### config.mk
export PLATFORM = sky130hd
export DESIGN_NAME = ilc_lane_ctrl
export DESIGN_NICKNAME = d
export VERILOG_FILES = /design/src/logic/ilc_pkg.sv /design/src/logic/ilc_chan_shift.sv /design/src/logic/ilc_interp.sv /design/src/logic/ilc_lane_ctrl.sv
export SDC_FILE = /design/constraint.sdc
export NUM_CORES = 2
export LEC_CHECK = 0
export ABC_AREA = 0
export BUFFER_PORTS_ARGS = -buffer_cell sky130_fd_sc_hd__buf_2
export CAP_MARGIN = 30
export CELL_PAD_IN_SITES_DETAIL_PLACEMENT = 1
export CELL_PAD_IN_SITES_GLOBAL_PLACEMENT = 1
export CORE_AREA = 2 2 326 328
export DETAILED_ROUTE_END_ITERATION = 10
export DIE_AREA = 0 0 328 330
export PLACE_DENSITY_LB_ADDON = 0.1
export SLEW_MARGIN = 20
export SYNTH_ARGS = -nofsm -noshare
export SYNTH_HDL_FRONTEND = slang
export SYNTH_SLANG_ARGS = --single-unit
### constraint.sdc
create_clock -name hclk -period 10.9 [get_ports hclk]
set_input_delay 1.09 -clock hclk [delete_from_list [all_inputs] [get_ports hclk]]
set_output_delay 1.09 -clock hclk [all_outputs]
set_load 0.02 [all_outputs]
### src/logic/ilc_pkg.sv
// ilc_pkg: offsets, field positions, reset values and shared helpers of the interpolator block
// assumes a 32-bit word bus where each register occupies one aligned word
package ilc_pkg;

  // byte addresses of the register words
  localparam logic [7:0] OFS_ACC0 = 8'h80;
  localparam logic [7:0] OFS_ACC1 = 8'h84;
  localparam logic [7:0] OFS_OFF0 = 8'h88;
  localparam logic [7:0] OFS_OFF1 = 8'h8C;
  localparam logic [7:0] OFS_OFF2 = 8'h90;
  localparam logic [7:0] OFS_ADV_C0 = 8'h94;
  localparam logic [7:0] OFS_ADV_C1 = 8'h98;
  localparam logic [7:0] OFS_ADV_ALL = 8'h9C;
  localparam logic [7:0] OFS_NDR_C0 = 8'hA0;
  localparam logic [7:0] OFS_NDR_C1 = 8'hA4;
  localparam logic [7:0] OFS_NDR_ALL = 8'hA8;
  localparam logic [7:0] OFS_CTRL0 = 8'hAC;
  localparam logic [7:0] OFS_CTRL1 = 8'hB0;

  // control field positions
  localparam int SHIFT_LO = 0;
  localparam int LSB_LO = 5;
  localparam int MSB_LO = 10;
  localparam int SIGNED_BIT = 15;
  localparam int XIN_BIT = 16;
  localparam int XRES_BIT = 17;
  localparam int RAW_BIT = 18;
  localparam int FORCE_LO = 19;
  localparam int MODE_BIT = 21;
  localparam int OVF0_BIT = 23;
  localparam int OVF1_BIT = 24;
  localparam int OVFA_BIT = 25;
  localparam int FORCE_DST_LO = 28;

  localparam int CTRL_W = 22;
  localparam logic [21:0] CTRL_RST = 22'h000000;
  localparam logic [21:0] CTRL_WMASK = 22'h1FFFFF;
  localparam logic [21:0] CTRL_MODE_MASK = 22'h200000;
  localparam logic [31:0] WORD_RST = 32'h00000000;
  localparam int FRAC_W = 8;

  typedef enum logic [1:0] {
    ST_IDLE = 2'b01,
    ST_ACCESS = 2'b10
  } ilc_state_e;

  // ones from bit 0 up to and including msb
  function automatic logic [31:0] ilc_upto(input logic [4:0] msb);
    ilc_upto = 32'hFFFFFFFF >> (5'd31 - msb);
  endfunction : ilc_upto

  // ones from lsb up to msb inclusive
  function automatic logic [31:0] ilc_mask(input logic [4:0] lsb, input logic [4:0] msb);
    ilc_mask = (32'hFFFFFFFF << lsb) & ilc_upto(msb);
  endfunction : ilc_mask

endpackage : ilc_pkg

### src/logic/ilc_chan_shift.sv
// ilc_chan_shift: input select, shift, mask and sign extension of one channel
// assumes the control fields are stable register outputs
module ilc_chan_shift (
  // accumulators
  input wire logic [31:0] acc_own,
  input wire logic [31:0] acc_other,
  // control fields
  input wire logic [4:0] shift,
  input wire logic [4:0] lsb,
  input wire logic [4:0] msb,
  input wire logic sgn,
  input wire logic xin,
  input wire logic raw,
  // results
  output logic [31:0] sm,
  output logic [31:0] sx,
  output logic [31:0] pre
);
  logic [31:0] src;

  always_comb begin
    src = xin ? acc_other : acc_own; // see [RULE_13]
    sm = (src >> shift) & ilc_pkg::ilc_mask(lsb, msb); // see [RULE_19] see [RULE_18]
    sx = sm;
    if (sgn && sm[msb]) begin
      sx = sm | ~ilc_pkg::ilc_upto(msb); // see [RULE_15]
    end
    // bypass sits after the input select
    pre = raw ? src : sx; // see [RULE_14] see [RULE_11]
  end
endmodule : ilc_chan_shift

### src/logic/ilc_interp.sv
// ilc_interp: linear interpolation between two offsets by an 8-bit fraction of 256
// assumes purely combinational use inside the datapath
module ilc_interp (
  // operands
  input wire logic [31:0] b0,
  input wire logic [31:0] b1,
  input wire logic [7:0] frac,
  input wire logic sgn,
  // result
  output logic [31:0] res
);
  logic [47:0] e0;
  logic [47:0] e1;
  logic [47:0] w0;
  logic [47:0] w1;
  logic [47:0] sum;

  always_comb begin
    e0 = sgn ? {{16{b0[31]}}, b0} : {16'h0000, b0}; // see [RULE_08]
    e1 = sgn ? {{16{b1[31]}}, b1} : {16'h0000, b1};
    w1 = {40'h0000000000, frac};
    w0 = 48'h000000000100 - w1;
    sum = e0 * w0 + e1 * w1; // see [RULE_05]
    res = sum[39:8];
  end
endmodule : ilc_interp

### src/logic/ilc_lane_ctrl.sv
// ilc_lane_ctrl: interpolator datapath with its register file on an AHB-Lite slave
// assumes one clock, single word transfers, and hready looped from hreadyout
//
// Functional notes
// [RULE_01] Reading the combined nondestructive port returns the full result, alters nothing.
// [RULE_02] Bit 23 flags any accumulator-zero bit set above channel-zero mask top.
// [RULE_03] Bit 24 flags any accumulator-one bit set above channel-one mask top.
// [RULE_04] Bit 25 is the OR of bits 23 and 24.
// [RULE_05] Interpolate mode: channel one blends offset zero and one by 8-bit fraction.
// [RULE_06] Interpolate mode: channel zero yields the low 8 bits of channel one value.
// [RULE_07] Interpolate mode: combined result is offset two plus channel-zero value.
// [RULE_08] Channel-one signed bit selects signed or unsigned interpolation.
// [RULE_09] Interpolate mode bit exists only on the first interpolator.
// [RULE_10] Forced-top field ORs into bus bits 29:28, not the internal value.
// [RULE_11] Raw-add bypasses shift and mask for the channel result only.
// [RULE_12] Swapped feedback loads the opposite channel result on an advancing read.
// [RULE_13] Swapped input feeds the opposite accumulator into shift and mask.
// [RULE_14] Input swap sits ahead of the raw-add bypass.
// [RULE_15] Signed bit sign-extends the masked value from mask top before adding.
// [RULE_16] Signed bit makes channel results read back sign-extended to 32 bits.
// [RULE_17] Software keeps the mask top no lower than the mask bottom.
// [RULE_18] Mask passes only bits from mask bottom to mask top.
// [RULE_19] Accumulator is logically right-shifted by the shift field before masking.
// [RULE_20] Advancing reads return the result and write results back to accumulators.
// [RULE_21] Reading the channel-zero nondestructive port alters nothing.
// [RULE_22] Otherwise results are offset plus value, combined is offset two plus both.
// [RULE_23] Reserved control bits read zero and ignore writes.
// [RULE_24] Control fields clear to zero on reset.
//
// The AHB-Lite slave port was chosen for this implementation.
module ilc_lane_ctrl #(
  parameter bit HAS_MODE = 1'b1
) (
  // clock and reset
  input wire logic hclk,
  input wire logic hresetn,
  // ahb-lite address phase
  input wire logic hsel,
  input wire logic [31:0] haddr,
  input wire logic [1:0] htrans,
  input wire logic hwrite,
  input wire logic [2:0] hsize,
  input wire logic hready,
  // ahb-lite data phase
  input wire logic [31:0] hwdata,
  output logic hreadyout,
  output logic [31:0] hrdata,
  output logic hresp
);

  typedef struct packed {
    ilc_pkg::ilc_state_e st;
    logic rdy;
    logic resp;
    logic [31:0] rdata;
    logic [7:0] addr;
    logic wr;
    logic [31:0] acc0;
    logic [31:0] acc1;
    logic [31:0] off0;
    logic [31:0] off1;
    logic [31:0] off2;
    logic [21:0] ctl0;
    logic [21:0] ctl1;
  } ilc_regs_s;

  localparam ilc_regs_s REGS_RST = '{
    st: ilc_pkg::ST_IDLE,
    rdy: 1'b1,
    resp: 1'b0,
    rdata: ilc_pkg::WORD_RST,
    addr: 8'h00,
    wr: 1'b0,
    acc0: ilc_pkg::WORD_RST,
    acc1: ilc_pkg::WORD_RST,
    off0: ilc_pkg::WORD_RST,
    off1: ilc_pkg::WORD_RST,
    off2: ilc_pkg::WORD_RST,
    ctl0: ilc_pkg::CTRL_RST,
    ctl1: ilc_pkg::CTRL_RST
  }; // see [RULE_24]

  // the mode bit is writable only where this instance is the first interpolator
  localparam logic [21:0] WMASK0 =
    HAS_MODE ? (ilc_pkg::CTRL_WMASK | ilc_pkg::CTRL_MODE_MASK) : ilc_pkg::CTRL_WMASK; // see [RULE_09]

  ilc_regs_s r_reg;
  ilc_regs_s r_next;

  logic [31:0] sm0;
  logic [31:0] sx0;
  logic [31:0] pre0;
  logic [31:0] sm1;
  logic [31:0] sx1;
  logic [31:0] pre1;
  logic [31:0] blend1;
  logic mode;
  logic ovf0;
  logic ovf1;
  logic [31:0] res0;
  logic [31:0] res1;
  logic [31:0] full;
  logic [31:0] bus0;
  logic [31:0] bus1;
  logic [31:0] ctrl0_view;
  logic [31:0] ctrl1_view;
  logic [31:0] rd_val;
  logic accept;
  logic advance;

  ilc_chan_shift u_chan0 (
    .acc_own(r_reg.acc0),
    .acc_other(r_reg.acc1),
    .shift(r_reg.ctl0[4:0]),
    .lsb(r_reg.ctl0[9:5]),
    .msb(r_reg.ctl0[14:10]),
    .sgn(r_reg.ctl0[ilc_pkg::SIGNED_BIT]),
    .xin(r_reg.ctl0[ilc_pkg::XIN_BIT]),
    .raw(r_reg.ctl0[ilc_pkg::RAW_BIT]),
    .sm(sm0),
    .sx(sx0),
    .pre(pre0)
  );

  ilc_chan_shift u_chan1 (
    .acc_own(r_reg.acc1),
    .acc_other(r_reg.acc0),
    .shift(r_reg.ctl1[4:0]),
    .lsb(r_reg.ctl1[9:5]),
    .msb(r_reg.ctl1[14:10]),
    .sgn(r_reg.ctl1[ilc_pkg::SIGNED_BIT]),
    .xin(r_reg.ctl1[ilc_pkg::XIN_BIT]),
    .raw(r_reg.ctl1[ilc_pkg::RAW_BIT]),
    .sm(sm1),
    .sx(sx1),
    .pre(pre1)
  );

  ilc_interp u_interp (
    .b0(r_reg.off0),
    .b1(r_reg.off1),
    .frac(sm1[7:0]),
    .sgn(r_reg.ctl1[ilc_pkg::SIGNED_BIT]),
    .res(blend1)
  );

  // datapath results and read views
  always_comb begin
    mode = HAS_MODE && r_reg.ctl0[ilc_pkg::MODE_BIT];
    ovf0 = |(r_reg.acc0 & ~ilc_pkg::ilc_upto(r_reg.ctl0[14:10])); // see [RULE_02]
    ovf1 = |(r_reg.acc1 & ~ilc_pkg::ilc_upto(r_reg.ctl1[14:10])); // see [RULE_03]
    if (mode) begin
      res0 = {24'h000000, sm1[7:0]}; // see [RULE_06]
      res1 = blend1; // see [RULE_05]
      full = r_reg.off2 + sx0; // see [RULE_07]
    end else begin
      res0 = r_reg.off0 + pre0; // see [RULE_22] see [RULE_16]
      res1 = r_reg.off1 + pre1;
      full = r_reg.off2 + sx0 + sx1; // see [RULE_22] see [RULE_11]
    end
    bus0 = res0 | {2'b00, r_reg.ctl0[20:19], 28'h0000000}; // see [RULE_10]
    bus1 = res1 | {2'b00, r_reg.ctl1[20:19], 28'h0000000};
    ctrl0_view = {6'h00, ovf0 | ovf1, ovf1, ovf0, 1'b0, r_reg.ctl0}; // see [RULE_04] see [RULE_23]
    ctrl1_view = {10'h000, r_reg.ctl1};
  end

  // read decode, unmapped words read zero
  always_comb begin
    advance = 1'b0;
    case (r_reg.addr)
      ilc_pkg::OFS_ACC0: rd_val = r_reg.acc0;
      ilc_pkg::OFS_ACC1: rd_val = r_reg.acc1;
      ilc_pkg::OFS_OFF0: rd_val = r_reg.off0;
      ilc_pkg::OFS_OFF1: rd_val = r_reg.off1;
      ilc_pkg::OFS_OFF2: rd_val = r_reg.off2;
      ilc_pkg::OFS_ADV_C0: begin
        rd_val = bus0;
        advance = 1'b1;
      end
      ilc_pkg::OFS_ADV_C1: begin
        rd_val = bus1;
        advance = 1'b1;
      end
      ilc_pkg::OFS_ADV_ALL: begin
        rd_val = full;
        advance = 1'b1;
      end
      ilc_pkg::OFS_NDR_C0: rd_val = bus0; // see [RULE_21]
      ilc_pkg::OFS_NDR_C1: rd_val = bus1;
      ilc_pkg::OFS_NDR_ALL: rd_val = full; // see [RULE_01]
      ilc_pkg::OFS_CTRL0: rd_val = ctrl0_view;
      ilc_pkg::OFS_CTRL1: rd_val = ctrl1_view;
      default: rd_val = ilc_pkg::WORD_RST;
    endcase
  end

  // bus sequencing: one wait state, then the registered answer
  always_comb begin
    r_next = r_reg;
    accept = hsel && hready && htrans[1] && r_reg.rdy;
    case (r_reg.st)
      ilc_pkg::ST_IDLE: begin
        if (accept) begin
          r_next.st = ilc_pkg::ST_ACCESS;
          r_next.rdy = 1'b0;
          r_next.addr = haddr[7:0];
          r_next.wr = hwrite;
        end
      end
      ilc_pkg::ST_ACCESS: begin
        r_next.st = ilc_pkg::ST_IDLE;
        r_next.rdy = 1'b1;
        if (r_reg.wr) begin
          case (r_reg.addr)
            ilc_pkg::OFS_ACC0: r_next.acc0 = hwdata;
            ilc_pkg::OFS_ACC1: r_next.acc1 = hwdata;
            ilc_pkg::OFS_OFF0: r_next.off0 = hwdata;
            ilc_pkg::OFS_OFF1: r_next.off1 = hwdata;
            ilc_pkg::OFS_OFF2: r_next.off2 = hwdata;
            ilc_pkg::OFS_CTRL0: r_next.ctl0 = hwdata[21:0] & WMASK0; // see [RULE_23]
            ilc_pkg::OFS_CTRL1: r_next.ctl1 = hwdata[21:0] & ilc_pkg::CTRL_WMASK;
            default: r_next.rdata = r_reg.rdata;
          endcase
        end else begin
          r_next.rdata = rd_val;
          if (advance) begin
            r_next.acc0 = r_reg.ctl0[ilc_pkg::XRES_BIT] ? res1 : res0; // see [RULE_20] see [RULE_12]
            r_next.acc1 = r_reg.ctl1[ilc_pkg::XRES_BIT] ? res0 : res1; // see [RULE_12]
          end
        end
      end
      default: r_next = REGS_RST;
    endcase
  end

  always_ff @(posedge hclk or negedge hresetn) begin
    if (!hresetn) begin
      r_reg <= REGS_RST;
    end else begin
      r_reg <= r_next;
    end
  end

  assign hreadyout = r_reg.rdy;
  assign hrdata = r_reg.rdata;
  assign hresp = r_reg.resp;

  // checks
  logic rd_now;
  assign rd_now = (r_reg.st == ilc_pkg::ST_ACCESS) && !r_reg.wr;

  property p_ndr_all;
    @(posedge hclk) disable iff (!hresetn)
    (rd_now && r_reg.addr == ilc_pkg::OFS_NDR_ALL) |=>
      ($stable(r_reg.acc0) && $stable(r_reg.acc1) && r_reg.rdata == $past(full));
  endproperty
  a_ndr_all: assert property (p_ndr_all) else $error("combined read changed state"); // see [RULE_01]

  property p_ndr_c0;
    @(posedge hclk) disable iff (!hresetn)
    (rd_now && r_reg.addr == ilc_pkg::OFS_NDR_C0) |=> ($stable(r_reg.acc0) && $stable(r_reg.acc1));
  endproperty
  a_ndr_c0: assert property (p_ndr_c0) else $error("channel read changed state"); // see [RULE_21]

  property p_ovf0;
    @(posedge hclk) disable iff (!hresetn)
    (rd_now && r_reg.addr == ilc_pkg::OFS_CTRL0) |=>
      r_reg.rdata[23] == (($past(r_reg.acc0) >> ({1'b0, $past(r_reg.ctl0[14:10])} + 6'd1)) != 32'h0);
  endproperty
  a_ovf0: assert property (p_ovf0) else $error("overflow zero wrong"); // see [RULE_02]

  property p_ovf1;
    @(posedge hclk) disable iff (!hresetn)
    (rd_now && r_reg.addr == ilc_pkg::OFS_CTRL0) |=>
      r_reg.rdata[24] == (($past(r_reg.acc1) >> ({1'b0, $past(r_reg.ctl1[14:10])} + 6'd1)) != 32'h0);
  endproperty
  a_ovf1: assert property (p_ovf1) else $error("overflow one wrong"); // see [RULE_03]

  property p_ovfa;
    @(posedge hclk) disable iff (!hresetn)
    (rd_now && r_reg.addr == ilc_pkg::OFS_CTRL0) |=> r_reg.rdata[25] == (r_reg.rdata[23] | r_reg.rdata[24]);
  endproperty
  a_ovfa: assert property (p_ovfa) else $error("summary overflow wrong"); // see [RULE_04]

  property p_rsvd;
    @(posedge hclk) disable iff (!hresetn)
    (rd_now && r_reg.addr == ilc_pkg::OFS_CTRL0) |=> (r_reg.rdata[31:26] == 6'h00 && !r_reg.rdata[22]);
  endproperty
  a_rsvd: assert property (p_rsvd) else $error("reserved bits not zero"); // see [RULE_23]

  property p_mode_c0;
    @(posedge hclk) disable iff (!hresetn)
    (rd_now && r_reg.addr == ilc_pkg::OFS_NDR_C0 && mode && r_reg.ctl0[20:19] == 2'b00) |=>
      r_reg.rdata == {24'h000000, $past(sm1[7:0])};
  endproperty
  a_mode_c0: assert property (p_mode_c0) else $error("mode channel zero wrong"); // see [RULE_06]

  property p_mode_all;
    @(posedge hclk) disable iff (!hresetn)
    (rd_now && r_reg.addr == ilc_pkg::OFS_NDR_ALL && mode) |=> r_reg.rdata == $past(r_reg.off2) + $past(sx0);
  endproperty
  a_mode_all: assert property (p_mode_all) else $error("mode combined wrong"); // see [RULE_07]

  property p_force;
    @(posedge hclk) disable iff (!hresetn)
    (rd_now && r_reg.addr == ilc_pkg::OFS_NDR_C0) |=>
      ((r_reg.rdata[29:28] & $past(r_reg.ctl0[20:19])) == $past(r_reg.ctl0[20:19]));
  endproperty
  a_force: assert property (p_force) else $error("forced top bits missing"); // see [RULE_10]

  property p_adv;
    @(posedge hclk) disable iff (!hresetn)
    (rd_now && r_reg.addr == ilc_pkg::OFS_ADV_C0 && !r_reg.ctl0[17] && !r_reg.ctl1[17]) |=>
      (r_reg.acc0 == $past(res0) && r_reg.acc1 == $past(res1));
  endproperty
  a_adv: assert property (p_adv) else $error("advance writeback wrong"); // see [RULE_20]

  // swapped feedback on channel zero only: both accumulators take the channel-one result
  property p_xres;
    @(posedge hclk) disable iff (!hresetn)
    (rd_now && r_reg.addr == ilc_pkg::OFS_ADV_C1 &&
      r_reg.ctl0[ilc_pkg::XRES_BIT] && !r_reg.ctl1[ilc_pkg::XRES_BIT]) |=>
      (r_reg.acc0 == $past(res1) && r_reg.acc1 == $past(res1));
  endproperty
  a_xres: assert property (p_xres) else $error("swapped writeback wrong"); // see [RULE_12]

  // bits outside the window must be zero while the bounds are in order
  property p_mask0;
    @(posedge hclk) disable iff (!hresetn)
    (r_reg.ctl0[14:10] >= r_reg.ctl0[9:5]) |->
      (((sm0 >> r_reg.ctl0[14:10]) >> 1) == 32'h00000000) &&
      ((sm0 & ((32'h00000001 << r_reg.ctl0[9:5]) - 32'h00000001)) == 32'h00000000);
  endproperty
  a_mask0: assert property (p_mask0) else $error("mask passes outside bits"); // see [RULE_18]

  // the top passed bit is the accumulator bit one shift above it
  property p_shift0;
    @(posedge hclk) disable iff (!hresetn)
    (!r_reg.ctl0[ilc_pkg::XIN_BIT] && r_reg.ctl0[14:10] >= r_reg.ctl0[9:5]) |->
      ((sm0 >> r_reg.ctl0[14:10]) & 32'h00000001) ==
      (((r_reg.acc0 >> r_reg.ctl0[4:0]) >> r_reg.ctl0[14:10]) & 32'h00000001);
  endproperty
  a_shift0: assert property (p_shift0) else $error("shift before mask wrong"); // see [RULE_19]

  property p_wait;
    @(posedge hclk) disable iff (!hresetn)
    (hsel && hready && htrans[1] && hreadyout) |=> !hreadyout ##1 hreadyout;
  endproperty
  a_wait: assert property (p_wait) else $error("wait state timing wrong");

endmodule : ilc_lane_ctrl

==> summary.md <==
| Metric | Value |
|---|---|
| Die H | `330 µm` |
| Max-Cap Viols | `0` |
| Most frequent cells in the layout | `inv_1 (632), nand2_1 (588), buf_4 (548)` |
| IO Count | `108` |
| Critical R2R Capture | `r_reg[202]$_DFFE_PN0P_` |
| Critical path buffer and inverter count | `12` |
| TritonCTS buffer count | `35` |
| First-pass GRT wire length | `339,000 µm` |
| Final Non-Filler Cells | `7,387` |
| Sink Count | `246` |
| PwrDens | `48.95 mW/mm²` |
| Internal power | `1.778 mW` |
| Final GP Congestion | `1.048` |
| H-tree Lvls | `2` |
| CTS Buffer Depth | `3` |
| Synthesized instance count | `5,656` |
| Switching power total | `0.9373 mW` |
| Met2 track demand over resource | `0.6635` |
| Synth Warn # | `0` |
| Post-synthesis sequential area ratio | `0.1291` |
| DIE AREA | `0.1082 mm²` |
| HPWL after DPL | `182,800 µm` |
| Share of cells above drive strength 1 | `0.1914` |
| Total wire length | `236,000 µm` |
| CTS clock-pin slew for the worst setup and hold paths | `0.06 ns` |
| Core box area | `0.1047 mm²` |
| Die Width | `328 µm` |
| DP Cell Count | `7,262` |
| Nets | `6,897` |
| 1st-iter DRT viols | `5,103` |
| Clock share of power | `0.440` |
| Achievable Freq | `85.92 MHz` |
| Dpl ws | `-1.004 ns` |
| Tmin final | `11.64 ns` |
| Post-Synthesis Mean Instance Area | `8.433 µm²` |
| Largest register FFs | `171` |
| EDFF count, synth | `0` |
| Post-DR vias/cell | `6.430` |
| CP Capture Type | `flip-flop` |
| WP data required | `11.38 ns` |
| Post-Syn Area | `0.04770 mm²` |
| Vias in the first global route | `49,580` |
| Port Buffers | `78` |
| Switching part of the total power | `0.3452` |
| Flop-to-flop setup slack | `-0.74 ns` |
| Sequential share of power | `0.357` |
| CP top delay family | `adder cells` |
| Seq cells post-synth | `246` |
| Busiest metal layer after global routing | `met2` |
| CP dominant cell by count | `fa_1` |
| Congestion Overflow GR | `0` |
| RSZ-0062 raised after global routing | `yes` |
| Failing checks | `setup timing` |
| Area Growth Syn to Fin | `16.30%` |
| Max VDD drop | `0.1073 mV` |
| Detail Route Antenna Nets | `0` |
| Final hold violation count | `0` |
| Crit Path Max Fanout | `6` |
| Row count | `119` |
| Outcome | `finished with violations` |
| Reg2Reg Depth | `45` |
| Rel. slew slack | `0.2025` |
| Final WS setup | `-0.7389 ns` |
| Top FF cell, synth | `dfrtp_1` |
| Hold Crit Class | `in2async` |
| Gate power share | `0.203` |
| Met3 Usage GRT | `0.1170` |
| Wire length per cell | `31.94 µm` |
| R2R Path Start | `ctrl1_view[16]$_DFFE_PN0P_` |
| Slew Limit Fails | `0` |
| Final setup vio count | `40` |
| Crit path largest cell delay | `0.55 ns` |
| Crit path kind | `reg2reg` |
| Worst-Skew Late Latency | `0.62 ns` |
| CTS tree | `yes` |
| Commonest non-fill, non-tap cell in the layout | `inv_1` |
| Lkg Pwr | `26.23 nW` |
| Root buf cell | `clkbuf_16` |
| Initial antenna violation count | `13` |
| First-pass iteration count of the detailed router | `10` |
| Period utilisation layout | `1.068` |
| Drt drc | `0` |
| Count of different cell masters after synthesis | `111` |
| GRT Overall Usage | `0.4313` |
| Syn Nets | `6,589` |
| Asr flop ratio synth | `1.000` |
| Startpoint types | `flip-flop` |
| Largest net degree at the start of global routing | `138` |
| Setup Skew | `0.04360 ns` |
| Worst-margin pin slew | `1.183 ns` |
| Starting Density | `0.4557` |
| Vias post-DR | `47,500` |
| Critical path arrival | `12.12 ns` |
| M1 GR Usage | `0.5350` |
| CP max-delay cell | `fa_1` |
## area by class of cell
cell class / instances / area (µm²)
timing repair buffer: 686 / 5438
clock inverter: 11 / 103.9
antenna: 7 / 17.52
fill: 12250 / 49200
sequential: 246 / 6172
tap: 1391 / 1740
inverter: 661 / 2481
multi-input combinational: 4334 / 38520
clock buffer: 51 / 997.2
## stage by stage
stage	instance area [µm²]	setup TNS, ns	hold WS [ns]	utilization	power, mW
finish	55470	-17.50	0.4794	0.5299	2.715
CTS	54620	-8.172	0.4863	0.5218	2.664
global route	55450	-31.26	0.5114	0.5298	2.749
detailed placement	52570	-31.66	0.4737	0.5023	1.480
global placement	52550	-19.02	0.4625	0.5021	1.473
floorplan	47700	0	0.4502	-	1.204
## kinds of logic after synthesis
logic type      Yosys count  share of synthesized area
simple gates           1724                     0.1786
compound gates         1314                     0.1824
buf+inv                1076                    0.08943
fa+ha+maj               859                     0.3040
mux                     278                    0.08720
flops                   246                     0.1291
xor+xnor                158                    0.02917
other cells               1                 0.00007862
## power by group through the flow
stage	clock network, mW	logic [mW]	registers, mW
after floorplan	0	0.240	0.963
after global placement	0	0.491	0.981
after detailed placement	0	0.499	0.982
after CTS	1.19	0.512	0.965
after global routing	1.22	0.563	0.968
final	1.20	0.552	0.968
## worst max path at each step
| stage | from | end | depth (start not counted) |
|---|---|---|---|
| 4_1_cts | ctrl1_view[16]$_DFFE_PN0P_ | r_reg[202]$_DFFE_PN0P_ | 45 |
| 2_1_floorplan | ctrl1_view[16]$_DFFE_PN0P_ | r_reg[199]$_DFFE_PN0P_ | 42 |
| 5_1_grt | ctrl1_view[16]$_DFFE_PN0P_ | r_reg[201]$_DFFE_PN0P_ | 46 |
| 3_5_place_dp | ctrl1_view[16]$_DFFE_PN0P_ | hrdata[23]$_DFFE_PN0P_ | 42 |
| 6_report | ctrl1_view[16]$_DFFE_PN0P_ | r_reg[202]$_DFFE_PN0P_ | 45 |
| 3_3_place_gp | ctrl1_view[16]$_DFFE_PN0P_ | hrdata[27]$_DFFE_PN0P_ | 44 |
## layer usage
layer	share of wire	wire length, µm
met1	0.38	88790
met2	0.44	102900
met3	0.10	24700
met4	0.083	19530
met5	0.00019	44
## synth_stat cells, types with 46 or more instances
| cell type | count | area, µm² |
|---|---|---|
| o21a_1 | 59 | 442.9 |
| xor2_1 | 59 | 516.8 |
| mux2i_1 | 120 | 1201 |
| nand3_1 | 86 | 430.4 |
| and2_1 | 447 | 2796 |
| a22o_1 | 50 | 437.9 |
| mux4_2 | 103 | 2320 |
| o21ai_1 | 67 | 335.3 |
| clkbuf_1 | 307 | 1152 |
| xnor2_1 | 98 | 858.3 |
| dfrtp_1 | 245 | 6131 |
| nor3_1 | 71 | 355.3 |
| a22oi_1 | 61 | 457.9 |
| a211oi_1 | 47 | 352.8 |
| o21ai_0 | 329 | 1647 |
| a21oi_1 | 260 | 1301 |
| fa_1 | 500 | 10010 |
| nand2_1 | 595 | 2233 |
| ha_1 | 359 | 4492 |
| buf_1 | 46 | 172.7 |
| and3_1 | 67 | 419.2 |
| nor2_1 | 271 | 1017 |
| inv_1 | 648 | 2432 |
| a21o_1 | 83 | 623.1 |
## what timing repair did
| action | in CTS | in global routing |
|---|---|---|
| setup buffers | 35 | 20 |
| hold buffers | 0 | 0 |
| endpoints found under the hold margin | 0 | 0 |
| pin swaps | 68 | 96 |
| gates resized for setup | 130 | 116 |
| setup endpoints to repair | 67 | 73 |
| gates cloned | 2 | 1 |
Note: power is estimated with default switching activity, not from simulation.
